**src/hw/iogdp_pkg.sv**
```systemverilog
`default_nettype none
package iogdp_pkg;
  // Bus geometry
  localparam int WORD_W = 36;
  localparam int CSW_W = 18;
  localparam int UNIT_W = 7;
  localparam int FLAG_N = 6;
  localparam int CHAN_W = 3;
  localparam int LEVEL_N = 3;

  // Status word layout, index = 35 - bit number
  localparam int CSW_CHAN_LSB = 0;
  localparam int CSW_STAT_LSB = 3;
  localparam int CSW_CTRL_LSB = 9;
  localparam int CSW_LVL_LSB = 15;
  localparam logic [CHAN_W-1:0] CHAN_RESET = 3'h0;
  localparam logic [FLAG_N-1:0] FLAG_RESET = 6'h00;
  localparam logic [CHAN_W-1:0] CHAN_OFF = 3'h0;

  // Timing
  localparam int CLK_PERIOD_PS = 4000;
  localparam int PULSE_NS = 100;
  localparam int SPACING_NS = 1000;
  localparam int PULSE_CYC = (PULSE_NS * 1000 + CLK_PERIOD_PS - 1) / CLK_PERIOD_PS;
  localparam int SPACING_CYC = (SPACING_NS * 1000 + CLK_PERIOD_PS - 1) / CLK_PERIOD_PS;
  localparam int CNT_W = 9;

  // Per-flag clear source selection
  typedef enum logic [2:0] {
    CLRSEL_UNCONNECTED = 3'h0,
    CLRSEL_NEITHER = 3'h1,
    CLRSEL_INPUT = 3'h2,
    CLRSEL_OUTPUT = 3'h3,
    CLRSEL_EITHER = 3'h4
  } iogdp_clrsel_e;

  // Two-pulse sequencer, Gray along IDLE-CLEAR-GAP-LOAD
  typedef enum logic [1:0] {
    SEQ_IDLE = 2'h0,
    SEQ_CLEAR = 2'h1,
    SEQ_GAP = 2'h3,
    SEQ_LOAD = 2'h2
  } iogdp_seq_e;

  // One bus instruction as seen on the buffered bus
  typedef struct packed {
    logic word_output_instr;
    logic word_input_instr;
    logic control_write_instr;
    logic control_read_instr;
    logic [UNIT_W-1:0] unit_select_code;
    logic [WORD_W-1:0] data;
  } iogdp_bus_req_s;

  // Strobes handed to the user logic
  typedef struct packed {
    logic word_clear_pulse;
    logic word_load_pulse;
    logic control_clear_pulse;
    logic control_load_pulse;
    logic input_complete_pulse;
    logic general_reset_pulse;
  } iogdp_pulses_s;
endpackage
`default_nettype wire

```
**src/hw/iogdp_top.sv**
```systemverilog
// Behaviour
// - Answer one configured unit number of 128; ignore instructions for others.
// - Each select bit needs exactly one of true/complement fitted to match.
// - Word output passes the full 36-bit bus word to user logic.
// - Word input returns the 36-bit user word to the processor.
// - Word output may clear selected status flags 27..32.
// - Each flag clears on input, output, either, or neither, plus control write.
// - A flag with unconnected clear selection stays cleared.
// - User logic sets flags; they hold until a configured clear.
// - Control read returns channel, status, control flags and three levels.
// - Request interrupt on programmed channel while an enabled flag is set.
// - Control write takes the effective address itself as data.
// - Control write loads bits 33..35 into the interrupt channel.
// - Control write ones in bits 27..32 clear matching flags.
// - Control write loads bits 21..26 into control flags shown to user.
// - Control write bits 18..35 are offered to user logic.
// - Control, status and channel clear on power-on and bus reset.
// - Bus signals are buffered so user faults cannot disturb the bus.
// - Control write runs clear pulse then load pulse 1 us apart, both exported.
// - Each word input is followed by a 100 ns completion pulse.
// - Word output gives clear then load pulse 1 us apart.
`default_nettype none
module iogdp_top
  import iogdp_pkg::*;
(
  // Clock and reset
  input wire logic clock_in,
  input wire logic rst_in,
  // Processor bus side
  input wire iogdp_pkg::iogdp_bus_req_s bus_req_in,
  input wire logic bus_reset_pulse_in,
  output logic [iogdp_pkg::WORD_W-1:0] bus_data_out,
  output logic bus_data_valid_out,
  output logic [6:0] interrupt_request_out,
  // Configuration straps
  input wire logic [iogdp_pkg::UNIT_W-1:0] unit_select_bit_true_in,
  input wire logic [iogdp_pkg::UNIT_W-1:0] unit_select_bit_comp_in,
  input wire logic [iogdp_pkg::FLAG_N-1:0][2:0] status_clear_sel_in,
  input wire logic [iogdp_pkg::FLAG_N-1:0] status_irq_enable_in,
  // User logic side
  input wire logic [iogdp_pkg::WORD_W-1:0] user_word_in,
  input wire logic [iogdp_pkg::FLAG_N-1:0] set_status_in,
  input wire logic [iogdp_pkg::LEVEL_N-1:0] status_level_in,
  output logic [iogdp_pkg::WORD_W-1:0] user_word_out,
  output logic [iogdp_pkg::CSW_W-1:0] control_word_out,
  output logic [iogdp_pkg::FLAG_N-1:0] control_flags_out,
  output iogdp_pkg::iogdp_pulses_s user_pulses_out
);
  import iogdp_pkg::*;

  localparam logic [CNT_W-1:0] PULSE_LAST = CNT_W'(PULSE_CYC - 1);
  localparam logic [CNT_W-1:0] SPACE_LAST = CNT_W'(SPACING_CYC - 1);

  iogdp_seq_e seq_q, seq_d;
  logic [CNT_W-1:0] cnt_q, cnt_d;
  logic [CNT_W-1:0] ic_cnt_q, rst_cnt_q;
  logic is_ctl_q;
  logic [CHAN_W-1:0] chan_q;
  logic [FLAG_N-1:0] status_q, status_d;
  logic [FLAG_N-1:0] ctrl_q;
  logic [CSW_W-1:0] cw_word_q;
  logic select_ok, hit, take_seq, take_wi, enter_clear, enter_load;
  logic [FLAG_N-1:0] clr_in_m, clr_out_m, unconn_m;
  logic [CSW_W-1:0] csw;

  // Decoder: a bit with both or neither option fitted never matches
  // A strap fault leaves the port silent rather than answering on several numbers
  always_comb begin
    select_ok = 1'b1;
    for (int i = 0; i < UNIT_W; i++) begin
      if (unit_select_bit_true_in[i] == unit_select_bit_comp_in[i]) begin
        select_ok = 1'b0;
      end else if (unit_select_bit_true_in[i] != bus_req_in.unit_select_code[i]) begin
        select_ok = 1'b0;
      end
    end
  end

  assign hit = select_ok && !bus_reset_pulse_in;
  // Two-pulse instructions arriving mid-sequence are dropped; the bus never waits on us
  assign take_seq = hit && (seq_q == SEQ_IDLE)
                    && (bus_req_in.word_output_instr || bus_req_in.control_write_instr);
  assign take_wi = hit && bus_req_in.word_input_instr;

  // Per-flag clear sources decoded from the straps
  // Unused strap codes fall through as neither, so a bad strap cannot erase flags
  always_comb begin
    for (int i = 0; i < FLAG_N; i++) begin
      unconn_m[i] = (status_clear_sel_in[i] == 3'(CLRSEL_UNCONNECTED));
      clr_in_m[i] = (status_clear_sel_in[i] == 3'(CLRSEL_INPUT))
                    || (status_clear_sel_in[i] == 3'(CLRSEL_EITHER));
      clr_out_m[i] = (status_clear_sel_in[i] == 3'(CLRSEL_OUTPUT))
                     || (status_clear_sel_in[i] == 3'(CLRSEL_EITHER));
    end
  end

  // Sequencer next state: clear pulse, gap to 1 us, load pulse
  always_comb begin
    seq_d = seq_q;
    cnt_d = cnt_q + CNT_W'(1);
    case (seq_q)
      SEQ_IDLE: begin
        cnt_d = '0;
        if (take_seq) begin
          seq_d = SEQ_CLEAR;
        end
      end
      SEQ_CLEAR: begin
        if (cnt_q == PULSE_LAST) begin
          seq_d = SEQ_GAP;
        end
      end
      SEQ_GAP: begin
        if (cnt_q == SPACE_LAST) begin
          seq_d = SEQ_LOAD;
          cnt_d = '0;
        end
      end
      SEQ_LOAD: begin
        if (cnt_q == PULSE_LAST) begin
          seq_d = SEQ_IDLE;
          cnt_d = '0;
        end
      end
      default: begin
        seq_d = SEQ_IDLE;
        cnt_d = '0;
      end
    endcase
    if (bus_reset_pulse_in) begin
      seq_d = SEQ_IDLE;
      cnt_d = '0;
    end
  end

  assign enter_clear = take_seq;
  assign enter_load = (seq_q == SEQ_GAP) && (seq_d == SEQ_LOAD);

  // Sequencer registers
  // is_ctl_q remembers which pulse pair is running, so the load phase knows its target
  always_ff @(posedge clock_in or posedge rst_in) begin
    if (rst_in) begin
      seq_q <= SEQ_IDLE;
      cnt_q <= '0;
      is_ctl_q <= 1'b0;
    end else begin
      seq_q <= seq_d;
      cnt_q <= cnt_d;
      if (take_seq) begin
        is_ctl_q <= bus_req_in.control_write_instr;
      end
    end
  end

  // Words to the user are latched at take, on the edge that raises the clear pulse, so they are stable before the load pulse
  always_ff @(posedge clock_in or posedge rst_in) begin
    if (rst_in) begin
      user_word_out <= '0;
      cw_word_q <= '0;
    end else if (take_seq) begin
      if (bus_req_in.control_write_instr) begin
        cw_word_q <= bus_req_in.data[CSW_W-1:0];
      end else begin
        user_word_out <= bus_req_in.data;
      end
    end
  end

  // Channel and control flags: cleared by the clear phase, loaded by the load phase
  // Bus reset outranks any instruction that lands in the same cycle
  always_ff @(posedge clock_in or posedge rst_in) begin
    if (rst_in) begin
      chan_q <= CHAN_RESET;
      ctrl_q <= FLAG_RESET;
    end else if (bus_reset_pulse_in) begin
      chan_q <= CHAN_RESET;
      ctrl_q <= FLAG_RESET;
    end else if (enter_clear && bus_req_in.control_write_instr) begin
      chan_q <= CHAN_RESET;
      ctrl_q <= FLAG_RESET;
    end else if (enter_load && is_ctl_q) begin
      chan_q <= cw_word_q[CSW_CHAN_LSB +: CHAN_W];
      ctrl_q <= cw_word_q[CSW_CTRL_LSB +: FLAG_N];
    end
  end

  // Status flags; a set beats an instruction clear in the same cycle, but unconnected selection and bus reset beat a set
  always_comb begin
    for (int i = 0; i < FLAG_N; i++) begin
      status_d[i] = status_q[i];
      if ((enter_load && is_ctl_q && cw_word_q[CSW_STAT_LSB + i])
          || (take_wi && clr_in_m[i])
          || (enter_clear && bus_req_in.word_output_instr && clr_out_m[i])) begin
        status_d[i] = 1'b0;
      end
      if (set_status_in[i]) begin
        status_d[i] = 1'b1;
      end
      if (unconn_m[i] || bus_reset_pulse_in) begin
        status_d[i] = 1'b0;
      end
    end
  end

  // Status register; overrides are already folded into status_d
  always_ff @(posedge clock_in or posedge rst_in) begin
    if (rst_in) begin
      status_q <= FLAG_RESET;
    end else begin
      status_q <= status_d;
    end
  end

  // Status word as read back
  assign csw = {status_level_in, ctrl_q, status_q, chan_q};

  // Bus answer: registered so nothing from the user side reaches the bus directly
  // An idle bus sees zeros, never stale user data
  always_ff @(posedge clock_in or posedge rst_in) begin
    if (rst_in) begin
      bus_data_out <= '0;
      bus_data_valid_out <= 1'b0;
    end else begin
      bus_data_valid_out <= 1'b0;
      bus_data_out <= '0;
      if (take_wi) begin
        bus_data_out <= user_word_in;
        bus_data_valid_out <= 1'b1;
      end else if (hit && bus_req_in.control_read_instr) begin
        bus_data_out <= {{(WORD_W - CSW_W){1'b0}}, csw};
        bus_data_valid_out <= 1'b1;
      end
    end
  end

  // Interrupt request: one line per channel 1..7, none for channel zero
  // Channel zero is filtered first, so the index below never wraps
  always_ff @(posedge clock_in or posedge rst_in) begin
    if (rst_in) begin
      interrupt_request_out <= 7'h00;
    end else begin
      interrupt_request_out <= 7'h00;
      if ((|(status_q & status_irq_enable_in)) && (chan_q != CHAN_OFF)) begin
        interrupt_request_out[chan_q - 3'h1] <= 1'b1;
      end
    end
  end

  // Completion and reset pulse timers
  // A new event reloads the full width, so a retrigger only stretches the strobe
  always_ff @(posedge clock_in or posedge rst_in) begin
    if (rst_in) begin
      ic_cnt_q <= '0;
      rst_cnt_q <= '0;
    end else begin
      if (take_wi) begin
        ic_cnt_q <= CNT_W'(PULSE_CYC);
      end else if (ic_cnt_q != '0) begin
        ic_cnt_q <= ic_cnt_q - CNT_W'(1);
      end
      if (bus_reset_pulse_in) begin
        rst_cnt_q <= CNT_W'(PULSE_CYC);
      end else if (rst_cnt_q != '0) begin
        rst_cnt_q <= rst_cnt_q - CNT_W'(1);
      end
    end
  end

  // User strobes, registered; reset also fires the control clear strobe
  always_ff @(posedge clock_in or posedge rst_in) begin
    if (rst_in) begin
      user_pulses_out <= '0;
      control_flags_out <= FLAG_RESET;
      control_word_out <= '0;
    end else begin
      user_pulses_out.word_clear_pulse <= (seq_d == SEQ_CLEAR) && !is_ctl_d();
      user_pulses_out.word_load_pulse <= (seq_d == SEQ_LOAD) && !is_ctl_d();
      user_pulses_out.control_clear_pulse <= ((seq_d == SEQ_CLEAR) && is_ctl_d())
                                             || (seq_d == SEQ_IDLE && rst_cnt_d_nz());
      user_pulses_out.control_load_pulse <= (seq_d == SEQ_LOAD) && is_ctl_d();
      user_pulses_out.input_complete_pulse <= take_wi || (ic_cnt_q > CNT_W'(1));
      user_pulses_out.general_reset_pulse <= rst_cnt_d_nz();
      control_flags_out <= ctrl_q;
      control_word_out <= cw_word_q;
    end
  end

  // Helpers look one cycle ahead so the registered strobes line up with the sequencer
  // Kind of the sequence that will be running next cycle
  function automatic logic is_ctl_d();
    is_ctl_d = take_seq ? bus_req_in.control_write_instr : is_ctl_q;
  endfunction

  // Reset strobe stays high for one pulse width from the bus reset
  function automatic logic rst_cnt_d_nz();
    rst_cnt_d_nz = bus_reset_pulse_in || (rst_cnt_q > CNT_W'(1));
  endfunction
endmodule
`default_nettype wire
```
**config.mk**
```make
export PLATFORM = sky130hd
export DESIGN_NAME = iogdp_top
export DESIGN_NICKNAME = d
export VERILOG_FILES = /design/src/hw/iogdp_pkg.sv /design/src/hw/iogdp_top.sv
export SDC_FILE = /design/constraint.sdc
export NUM_CORES = 1
export LEC_CHECK = 0
export BUFFER_PORTS_ARGS = -buffer_cell sky130_fd_sc_hd__clkbuf_2
export CAP_MARGIN = 5
export CORE_ASPECT_RATIO = 0.75
export CORE_MARGIN = 5
export CORE_UTILIZATION = 40
export CTS_BUF_LIST = sky130_fd_sc_hd__clkbuf_8 sky130_fd_sc_hd__clkbuf_16
export CTS_CLUSTER_SIZE = 10
export DETAILED_ROUTE_END_ITERATION = 7
export PLACE_DENSITY = 0.68
export SYNTH_ARGS = -nofsm -noshare
export SYNTH_HDL_FRONTEND = slang
export SYNTH_SLANG_ARGS = --single-unit
```
**constraint.sdc**
```tcl
create_clock -name clock_in -period 5.1 [get_ports clock_in]
set_input_delay 0.51 -clock clock_in [delete_from_list [all_inputs] [get_ports clock_in]]
set_output_delay 0.51 -clock clock_in [all_outputs]
set_load 0.01 [all_outputs]
```
# Word-level counts from Yosys, hierarchy flattened
# Index checks and enable logic that the tools add are counted.
# word_totals
elab_cells	228
regBits	173
out_inout_bits	110
inputBits	133
# classes
bitwise	2
eq_ne	39
mux	60
n_lt_le_gt_ge	4
n_addsub	4
reduce_logical	93
# op_table
operator	count
two-way mux 9 bit	7
== test 3 x 2 -> 1 bit (second input constant)	12
two-way mux 1 bit	36
two-way mux 36 bit	1
logical AND 1 bit	34
logical OR 1 bit	34
one-hot mux 9 bit (3 select lines)	1
nonzero test 3 bit	8
== test 3 bit (second input constant)	6
greater-than comparator 9 x 1 -> 1 bit (second input constant)	2
zero test 3 bit	6
two-way mux 18 bit	1
two-way mux 6 bit	3
nonzero test 9 bit	2
subtractor 9 x 1 -> 9 bit (second input constant)	2
two-way mux 2 bit	5
adder 9 x 1 -> 9 bit (second input constant)	1
== test 9 x 5 -> 1 bit (second input constant)	1
== test 9 x 8 -> 1 bit (second input constant)	1
two-way mux 3 bit	3
one-hot mux 2 bit (4 select lines)	1
== test 1 bit	7
two-way mux 7 bit	1
inequality test 1 bit	7
13 further kinds	20

# Longest topological paths before layout
# Gate-level depths: netlist (run 1).
# depth
word_depth	30
depth_mapped	8
depth_no_buf	7

# Worst setup path before layout (run 1)
# Ideal clock, no wire load.
# synth_timing
path_type	in2reg
from	input bus_req_in[40] in the netlist's numbering
to	register user_word_out[0] in the netlist's numbering
t_arrival_ns	2.384
path_buffers	2
path_slack_ns	2.591
setup_time_ns	0.125
stages	7
t_required_ns	4.975
path_cell_list	or3b_1 > a22oi_4 > nand4_4 > or4_4 > buf_6 > buf_8 > mux2_4
# synth_via
elab_chain_cells	11
# synth_rtl
item	line_no	text
from (decl)	iogdp_top.sv:30	input wire iogdp_pkg::iogdp_bus_req_s bus_req_in,
inequality test 1 bit	iogdp_top.sv:73	end else if (unit_select_bit_true_in[i] != bus_req_in.unit_select_code[i]) begin
two-way mux 1 bit	iogdp_top.sv:73	
two-way mux 1 bit	iogdp_top.sv:71	if (unit_select_bit_true_in[i] == unit_select_bit_comp_in[i]) begin
two-way mux 1 bit	iogdp_top.sv:73	
two-way mux 1 bit	iogdp_top.sv:71	
two-way mux 1 bit	iogdp_top.sv:73	
two-way mux 1 bit	iogdp_top.sv:71	
logical AND 1 bit	iogdp_top.sv:79	assign hit = select_ok && !bus_reset_pulse_in;
logical AND 1 bit	iogdp_top.sv:81	assign take_seq = hit && (seq_q == SEQ_IDLE)
logical AND 1 bit	iogdp_top.sv:82	&& (bus_req_in.word_output_instr || bus_req_in.control_write_instr);
AND reduction 2 bit (no source line)	--	
to (signal assigned)	iogdp_top.sv:164	user_word_out <= bus_req_in.data;
to (decl)	iogdp_top.sv:44	output logic [iogdp_pkg::WORD_W-1:0] user_word_out,
# Every way passes these cells.
# A chain may end at the register's enable or synchronous reset.

# Worst setup path after layout (run 1)
# layout_timing
from	input bus_req_in[39] in the netlist's numbering
to	register bus_data_out[12] in the netlist's numbering
# layout_via
elab_chain_cells	13
word_cells_on_any_way	14
cone_classes	1 x eq/ne; 10 x mux; 3 x reduce/logical
# layout_rtl
item	line_no	text
inequality test 1 bit (*)	iogdp_top.sv:73	
two-way mux 1 bit (*)	iogdp_top.sv:73	
two-way mux 1 bit (*)	iogdp_top.sv:71	
two-way mux 1 bit (*)	iogdp_top.sv:73	
two-way mux 1 bit (*)	iogdp_top.sv:71	
two-way mux 1 bit (*)	iogdp_top.sv:73	
two-way mux 1 bit (*)	iogdp_top.sv:71	
two-way mux 1 bit (*)	iogdp_top.sv:73	
two-way mux 1 bit (*)	iogdp_top.sv:71	
logical AND 1 bit (*)	iogdp_top.sv:79	
logical AND 1 bit	iogdp_top.sv:229	end else if (hit && bus_req_in.control_read_instr) begin
two-way mux 18 bit	iogdp_top.sv:229	
two-way mux 36 bit (*)	iogdp_top.sv:226	if (take_wi) begin
to (signal assigned)	iogdp_top.sv:227	bus_data_out <= user_word_in;
to (signal assigned)	iogdp_top.sv:230	bus_data_out <= {{(WORD_W - CSW_W){1'b0}}, csw};
to (decl)	iogdp_top.sv:32	output logic [iogdp_pkg::WORD_W-1:0] bus_data_out,
# Mark *: on every way between the ends. The rest lies on a longest branch, timed or not.

==> out/summary.txt, run 1 <==
Total power: 0.00288 W
Syn-to-layout area delta: 28.6%
Reg2reg path depth: 3
Die X: 165 um
Slew HR: 0.332
Vias in the first global route: 5,387
Worst path slowest cell: and2_1
# setup viols final: 0
Req. time, crit path: 5450 ps
Ys flop type: dfrtp_1
Total Wirelength: 17.8 mm
Hold Slack: 250 ps
Netlist Area Pre-Place: 7210 um2
Setup_tns: 0 ps
Final hold violations: 0
Max Freq: 350 MHz
Worst-path clk slew: 70 ps
Yosys top cell area share: 0.600
Starting Density: 0.409
Synthesized net count: 710
Status: finished, final reports clean
Critical Path AT: 3210 ps
Hold_buf cts: 0
DRC: 0
Largest net degree at the start of global routing: 131
HPWL after DPL: 12.9 mm
Via density: 4.92
Startpoint type of the worst setup path: input pin
Static Leakage: 4.81 nW
Die ar.: 20,800 um2
Post-synth cell types: 57
Worst min-delay path class: in -> async
Yosys warnings: 0
Max Cap Violations: 0
# resized after CTS: 0
Post-synthesis sequential area ratio: 0.600
Depth of the CTS H-tree: 4
Cell family with most CP delay: simple AND/OR/NAND/NOR gates
Worst flop-to-flop path endpoint: cw_word_q[11]
Worst skew pair latency: 420 ps
Tot GR Track Use: 0.171
Ys async rst share: 1.00
RSZ-0062 raised after global routing: no
Diodes inserted: 0
CP Capture Type: register
Avg Inst Size Synth: 12.7 um2
Flop-to-flop setup slack: 2850 ps
Dominant cells by area after synthesis: dfrtp_1 60%, mux2_2 6.9%, nor2_1 2.4%
Vias: 5,247
CTS sink cnt: 173
Die H: 126 um
Yosys reg bits: 173
CP cell instances: clkbuf_2, or3b_1, a21oi_1, and4_1, and2_1, a22o_1
CTS Buffer Depth: 2
CTS buffer count: 17
Root buffer cell: clkbuf_16
Post-Synthesis Cells: 568
Wire per inst: 16.7 um
Input/output buffers: 242
Post-CTS setup buffers: 0
Slew @ Worst Pin: 1000 ps
I/O pin total: 243
Global-route wire length before repair: 28.2 mm
Reg2reg start: seq_q[1]
Commonest cells in the netlist: 173 x dfrtp_1, 46 x nor2_1, 44 x mux2_2, 25 x and3_1, 24 x nor3_1
Critical-path maximum fanout: 24
Delay of the slowest critical-path stage: 900 ps
Clk_skew: 13.2 ps
Share of layout cells above drive strength 1: 0.426
Cells after DPL: 1,034
Layout fillers: 1,555
Antenna violations before repair: 0
Post-route minimum period: 2860 ps
Maximum VDD drop: 0.175 mV
Cell Pwr Density: 311 nW/um2
Final nets: 953
CTS tree: yes
CP bufs+invs: 1
Fin cells: 1,066
Core Region: 17,700 um2
DR iter-0 viols: 330
# rows: 42
Top-count cell post-synth: dfrtp_1
Critical Setup Path Class: in -> reg
RePlAce Congestion: 0.783
Final ANT Viol Nets: 0
Initial DRT Pass Iterations: 4
Remaining Overflow, GRT: 0
Final period utilization: 0.561
EDFF count, synth: 0
Synth area leader: dfrtp_1
Final Max Slew Viols: 0
[how the worst max path moves through the flow]
stage | from | endpoint | slack [ps] | depth (start not counted)
final | bus_req_in[39] | bus_data_out[12] | 2240 | 6
after global routing | bus_req_in[40] | bus_data_out[10] | 2080 | 6
after CTS | bus_req_in[40] | bus_data_out[12] | 2260 | 6
after detailed placement | bus_req_in[39] | bus_data_out[12] | 1810 | 6
after global placement | bus_req_in[40] | bus_data_out[10] | 1860 | 6
after floorplan | rst_in | bus_data_out[0] | 2380 | 1
[registers in the layout, summed over array words and instances (netlist names)]
register	flops
is_ctl_q	1
rst_cnt_q	9
control_flags_out	6
status_q	6
user_word_out	36
bus_data_out	36
seq_q	2
interrupt_request_out	7
chan_q	3
cnt_q	9
bus_data_valid_out	1
ic_cnt_q	9
control_word_out	18
ctrl_q	6
cw_word_q	18
user_pulses_out	6
[through the flow]
stage / worst slack [ps] / cell area [um2] / util
after CTS: 2260 / 9280 / 0.525
after floorplan: 2380 / 7220 / -
after detailed placement: 1810 / 8680 / 0.492
final: 2240 / 9280 / 0.525
after global placement: 1860 / 8680 / 0.492
after global routing: 2080 / 9280 / 0.525
[placed cells by master (no fill, tap or decap), types with 3 or more instances in the layout]
cell	instances
nor4_1	4
nor3_1	23
xor2_1	12
and3_1	25
nor3b_1	3
mux2_4	10
a21oi_1	19
nand2_1	13
nand3b_1	14
inv_1	20
or3b_2	6
a22oi_1	3
nand3_1	7
or3_1	8
or3b_1	7
nor2_1	46
a31oi_1	6
xnor2_1	15
dfrtp_1	173
mux2_2	44
ha_1	9
clkinvlp_4	7
nand4b_1	3
mux2i_1	9
a22o_1	18
clkbuf_16	17
buf_4	5
o21ai_0	3
nand2b_1	6
clkbuf_2	242
inv_6	3
o41ai_1	7
[cells by family (layout without fill, tap and decap cells)]
group                      count (synthesis)  count (layout)  synth area share
AOI/OAI and AO/OA                         70              70            0.0746
xor gates and xnor gates                  27              27            0.0328
adders and majority gates                  9               9            0.0156
buffers and inverters                     45             301            0.0272
DFF                                      173             173             0.600
muxes                                     63              63             0.102
and+or+nand+nor                          181             181             0.148
[worst register-to-register path: cells and delay by family, from the launching register on]
family | cells | cell delay, ps
buffers and inverters | 1 | 390
flip-flops | 1 | 500
multiplexers | 1 | 370
AND/OR/NAND/NOR | 1 | 880
[layout make-up]
| class | count | area (um2) | share of cell area |
|---|---|---|---|
| well taps | 242 | 303 | 0.0326 |
| clock inverters | 14 | 156 | 0.0169 |
| inverters | 21 | 82.6 | 0.00890 |
| multi-input cells | 350 | 2700 | 0.291 |
| clock buffers | 18 | 439 | 0.0473 |
| flip-flops and latches | 173 | 4330 | 0.467 |
| repair buffers | 248 | 1270 | 0.137 |
[power by group]
| group | switching, W | leakage (nW) | total (W) | internal [W] |
|---|---|---|---|---|
| logic | 0.0000905 | 2.19 | 0.000168 | 0.0000774 |
| registers | 0.0000240 | 2.35 | 0.00142 | 0.00139 |
| clock network | 0.000555 | 0.274 | 0.00130 | 0.000742 |
| total | 0.000670 | 4.81 | 0.00288 | 0.00221 |
[metal layers]
metal | share of wire | GRT usage | up-vias
li1 | - | - | 2520
met1 | 0.47 | 0.235 | 2530
met2 | 0.44 | 0.261 | 185
met3 | 0.082 | 0.0554 | 12
met4 | 0.0070 | 0.0474 | 0
met5 | 0 | 0 | -
Note: power is estimated with default switching activity, not from simulation.
==> inputs of run 2 (changes only) <==
- PLACE_DENSITY: 0.68 -> 0.66
- clock period: 5.1 -> 2.9 ns (I/O delays scaled with it)
==> run 2 against run 1 <==
Compared with the run above:
- worst hold slack got worse by 170 ps
- worst setup slack got worse by 1500 ps
- register-to-register slack worse by 2100 ps
- die area stayed put
- non-clock buffer count rose by 8
- first-iteration DRC count shrank 17%
- power grew 82%
- sequential power grew 75%
- clock skew shrank 2.1 ps
- global-route usage fell by 0.53 points
- wire length down 1.5%
- critical endpoint is now cnt_q[4]
- highest routed layer unchanged
==> out/summary.txt, run 2 (synthesized netlist as in run 1, its figures left out) <==
DRC: 0
HPWL after DPL: 12.9 mm
Status: finished, final reports clean
Biggest regs: bus_data_out x36, user_word_out x36
Startpoint type of the worst setup path: register
Die X: 165 um
Depth of the CTS H-tree: 4
Die ar.: 20,800 um2
CP bufs+invs: 0
Critical-path maximum fanout: 9
Slew HR: 0.496
Cell Pwr Density: 557 nW/um2
DR iter-0 viols: 275
Maximum VDD drop: 0.330 mV
Total power: 0.00524 W
Setup_tns: 0 ps
Critical Path AT: 2460 ps
Tot GR Track Use: 0.165
Share of layout cells above drive strength 1: 0.429
Starting Density: 0.409
Initial DRT Pass Iterations: 6
Final hold violations: 0
Largest net degree at the start of global routing: 71
Final ANT Viol Nets: 0
Root buffer cell: clkbuf_16
I/O pin total: 243
# setup viols final: 0
Post-route minimum period: 2170 ps
Worst-path clk slew: 70 ps
RSZ-0062 raised after global routing: no
Req. time, crit path: 3190 ps
Worst path slowest cell: nor4_1
Final period utilization: 0.747
Remaining Overflow, GRT: 0
Most frequent cells in the layout: 242 x clkbuf_2, 173 x dfrtp_1, 46 x nor2_1
Max Cap Violations: 0
CP Capture Type: register
CTS tree: yes
CTS buffer count: 17
Total Wirelength: 17.5 mm
Final Max Slew Viols: 0
Via density: 4.94
# rows: 42
Diodes inserted: 0
CP cell instances: nand4bb_1, nor4_1, nand2b_1, a221o_1, nor2_1
CTS Buffer Depth: 2
CTS sink cnt: 173
Die H: 126 um
Slew @ Worst Pin: 755 ps
Input/output buffers: 242
Global-route wire length before repair: 27.3 mm
Syn-to-layout area delta: 30.4%
Worst min-delay path class: in -> reg
Worst skew pair latency: 420 ps
Antenna violations before repair: 0
RePlAce Congestion: 0.807
Vias in the first global route: 5,293
Cell family with most CP delay: simple AND/OR/NAND/NOR gates
Vias: 5,308
Final nets: 961
Core Region: 17,700 um2
Clk_skew: 11.1 ps
Leading cell type in the layout, fill and taps excluded: clkbuf_2
Wire per inst: 16.3 um
Delay of the slowest critical-path stage: 580 ps
Static Leakage: 4.90 nW
Max Freq: 462 MHz
Critical Setup Path Class: reg -> reg
-- run 2: cell count changes in the layout (fill, tap and decap cells not counted) --
cell / before / now
inv_6: 3 / 4
clkbuf_8: 1 / 0
dlygate4sd3_1: 0 / 1
clkinvlp_4: 7 / 2
inv_1: 20 / 21
clkinv_4: 1 / 3
buf_4: 5 / 10
buf_12: 1 / 3
bufinv_16: 2 / 4
-- run 2: per-stage QoR --
stage / hold WS, ps / cells / worst slack [ps] / instance area (um2) / utilization
final: 80.3 / 1074 / 734 / 9400 / 0.533
after global routing: 68.1 / 1074 / 500 / 9400 / 0.533
after CTS: 56.0 / 1074 / 707 / 9400 / 0.533
after floorplan: 349 / 568 / 399 / 7220 / -
after global placement: 355 / 1041 / 451 / 8760 / 0.496
after detailed placement: 359 / 1041 / 408 / 8760 / 0.496
-- run 2: routing by layer --
layer / GRT usage / share of wire
met1: 0.223 / 0.45
met2: 0.260 / 0.46
met3: 0.0538 / 0.086
met4: 0.0396 / 0.0082
met5: 0 / 0
-- run 2: layout make-up --
class | instances | area (um2)
Inverter | 21 | 82.6
Sequential cell | 173 | 4330
Multi-Input combinational cell | 350 | 2700
Timing Repair Buffer | 256 | 1360
Fill cell | 1567 | 8250
Clock inverter | 15 | 209
Tap cell | 242 | 303
Clock buffer | 17 | 425
-- run 2: path summary, 6_finish.rpt --
kind / from / to / slack, ps / cells past startpoint
hold reg to reg: cw_word_q[15] / control_word_out[15] / 370 / 0
setup / recovery: cnt_q[2] / cnt_q[4] / 730 / 5
min in group asynchronous: rst_in / status_q[0] / 540 / 3
max in group asynchronous: rst_in / user_word_out[23] / 1550 / 4
setup reg to reg: cnt_q[2] / cnt_q[4] / 730 / 5
hold / removal: status_level_in[1] / bus_data_out[16] / 80 / 2
-- run 2: what timing repair did --
item | 4_1_cts | 5_1_grt
gates resized for setup | 0 | 0
buffers inserted | 0 | 0
hold buffers | 1 | 0
hold endpoints to repair | 33 | 0
-- run 2: where the power goes --
group          internal, W  switching (W)  leakage (nW)
Combinational     0.000141       0.000160          2.24
Clock              0.00146       0.000990         0.312
Sequential         0.00245      0.0000403          2.35
==> inputs of run 3 (changes only) <==
- ABC_AREA: default -> 1
- clock period: 2.9 -> 2.2 ns (I/O delays scaled with it)
==> run 3 against run 2 <==
Compared with the run above:
- synthesized cell count is 31% higher
- combinational power grew 89%
- sequential power rose by 34%
- maximum frequency grew 7.8%
- largest cell class unchanged
- via count increased by 11%
- area after synthesis decreased by 0.73%
- sequential share of layout area fell by 1.3 points
- worst setup slack got worse by 540 ps
- flip-flop and latch count did not move
- design area rose by 3.0%
==> out/summary.txt, run 3 <==
CP cell instances: inv_1, ha_1, and2_1, inv_1, nor4_1, nand2_1, inv_1, nor2_1, nand2_1, nor3b_1
Vias in the first global route: 5,788
Leading cell type in the layout, fill and taps excluded: clkbuf_2
Worst min-delay path class: in -> reg
Avg Inst Size Synth: 9.64 um2
Ys async rst share: 1.00
Final hold violations: 0
Final nets: 1,170
Critical Path AT: 2330 ps
Ys flop type: dfrtp_1
DR iter-0 viols: 333
Input/output buffers: 242
Worst path slowest cell: dfrtp_1
Clk_skew: 16.1 ps
Starting Density: 0.407
Final ANT Viol Nets: 0
Post-synthesis sequential area ratio: 0.605
EDFF count, synth: 0
Core Region: 17,600 um2
CTS sink cnt: 173
Syn-to-layout area delta: 35.2%
Post-CTS setup buffers: 0
Die X: 164 um
Cell family with most CP delay: simple AND/OR/NAND/NOR gates
Final Max Slew Viols: 0
Yosys warnings: 0
Post-route minimum period: 2010 ps
Worst flop-to-flop path endpoint: ic_cnt_q[5]
Max Freq: 498 MHz
Slew HR: 0.635
# setup viols final: 0
Hold Slack: 18.9 ps
Flop-to-flop setup slack: 190 ps
Initial DRT Pass Iterations: 4
Final period utilization: 0.913
Remaining Overflow, GRT: 0
HPWL after DPL: 14.0 mm
Depth of the CTS H-tree: 4
Critical Setup Path Class: reg -> reg
Tot GR Track Use: 0.185
Max Cap Violations: 0
Commonest cells in the netlist: 173 x dfrtp_1, 136 x nand2_1, 124 x inv_1, 76 x nor2_1, 58 x o21ai_0
RePlAce Congestion: 0.847
Most common cell type on the critical path: inv_1
CP Capture Type: register
Synth area leader: dfrtp_1
Req. time, crit path: 2520 ps
Critical-path maximum fanout: 6
DRC: 0
CTS buffer count: 17
DP Area: 8760 um2
Static Leakage: 5.33 nW
Maximum VDD drop: 0.440 mV
Design area: 9680 um2
Wire per inst: 14.7 um
Hold depth: 2
Most frequent cells in the layout: 242 x clkbuf_2, 173 x dfrtp_1, 136 x nand2_1
Netlist Area Pre-Place: 7160 um2
Post-Synthesis Cells: 743
Die ar.: 20,700 um2
Yosys top cell area share: 0.605
Worst skew pair latency: 430 ps
Hold Startpoint: bus_req_in[33]
Slew @ Worst Pin: 548 ps
# rows: 42
RSZ-0062 raised after global routing: no
Dominant cells by area after synthesis: dfrtp_1 60%, nand2_1 7.1%, inv_1 6.5%
Worst-path clk slew: 70 ps
Top-count cell post-synth: dfrtp_1
Vias: 5,871
Total Wirelength: 18.8 mm
Post-synth cell types: 37
Global-route wire length before repair: 30.1 mm
Util after Layout: 0.550
Reg2reg start: ic_cnt_q[0]
CP bufs+invs: 3
Yosys reg bits: 173
CTS Buffer Depth: 2
Reg2reg path depth: 10
Via density: 4.58
Delay of the slowest critical-path stage: 400 ps
Cell Pwr Density: 735 nW/um2
Largest net degree at the start of global routing: 61
Synthesized net count: 885
Biggest regs: bus_data_out x36, user_word_out x36
Startpoint type of the worst setup path: register
Root buffer cell: clkbuf_16
CTS tree: yes
Total power: 0.00712 W
Status: finished, final reports clean
Share of layout cells above drive strength 1: 0.303
Die H: 126 um
Diodes inserted: 0
I/O pin total: 243
Antenna violations before repair: 0
Hold Path End: user_word_out[33]
## run 3: cell count changes after synthesis, sizes merged, moves of 24 or more
cell	before	now
o21ai	3	58
nand2	13	137
nor2	46	78
mux2	54	18
inv	21	124
and3	25	1
o31ai	0	25
## run 3: worst max path at each step
stage / from / endpoint / slack (ps) / cells past startpoint
after CTS: cnt_q[0] / ctrl_q[4] / 170 / 9
after global routing: ic_cnt_q[0] / ic_cnt_q[5] / 0.3 / 10
final: ic_cnt_q[0] / ic_cnt_q[5] / 190 / 10
after floorplan: rst_in / bus_data_out[0] / -230 / 1
after global placement: bus_reset_pulse_in / user_word_out[25] / 230 / 10
after detailed placement: unit_select_bit_true_in[5] / user_word_out[26] / 190 / 11
## run 3: cell type report
class / instances / area (um2)
Inverter: 125 / 474
Sequential cell: 173 / 4330
Timing Repair Buffer: 284 / 1660
Tap cell: 242 / 303
Multi-Input combinational cell: 427 / 2280
Clock inverter: 12 / 173
Fill cell: 1554 / 7920
Clock buffer: 20 / 467
## run 3: cell families after synthesis
family | Yosys count | share of synthesized area
muxes | 18 | 0.0351
AOI/OAI and AO/OA | 127 | 0.103
and+or+nand+nor | 266 | 0.155
DFF | 173 | 0.605
adders and majority gates | 9 | 0.0157
buffers and inverters | 143 | 0.0778
xor gates and xnor gates | 7 | 0.00856
## run 3: power breakdown
| part | switching [W] | internal, W |
|---|---|---|
| clock | 0.00129 | 0.00191 |
| sequential | 0.0000816 | 0.00326 |
| combinational | 0.000310 | 0.000260 |
## run 3: metrics by stage
stage	setup TNS, ps	setup WS [ps]	cells
floorplan	-39910	-231	743
global placement	0	227	1223
detailed placement	0	192	1223
CTS	0	168	1283
global route	0	0.312	1283
finish	0	191	1283
## run 3: timing repair
| action | CTS | global route |
|---|---|---|
| resized for setup | 0 | 1 |
| endpoints found under the setup margin | 0 | 9 |
| hold endpoints to repair | 42 | 0 |
| hold buffers | 28 | 0 |
## run 3: per-layer routing
metal / share of wire / vias to the layer above / GRT usage
li1: - / 2948 / -
met1: 0.47 / 2712 / 0.265
met2: 0.44 / 190 / 0.278
met3: 0.069 / 21 / 0.0470
met4: 0.017 / 0 / 0.0601
met5: 0 / - / 0
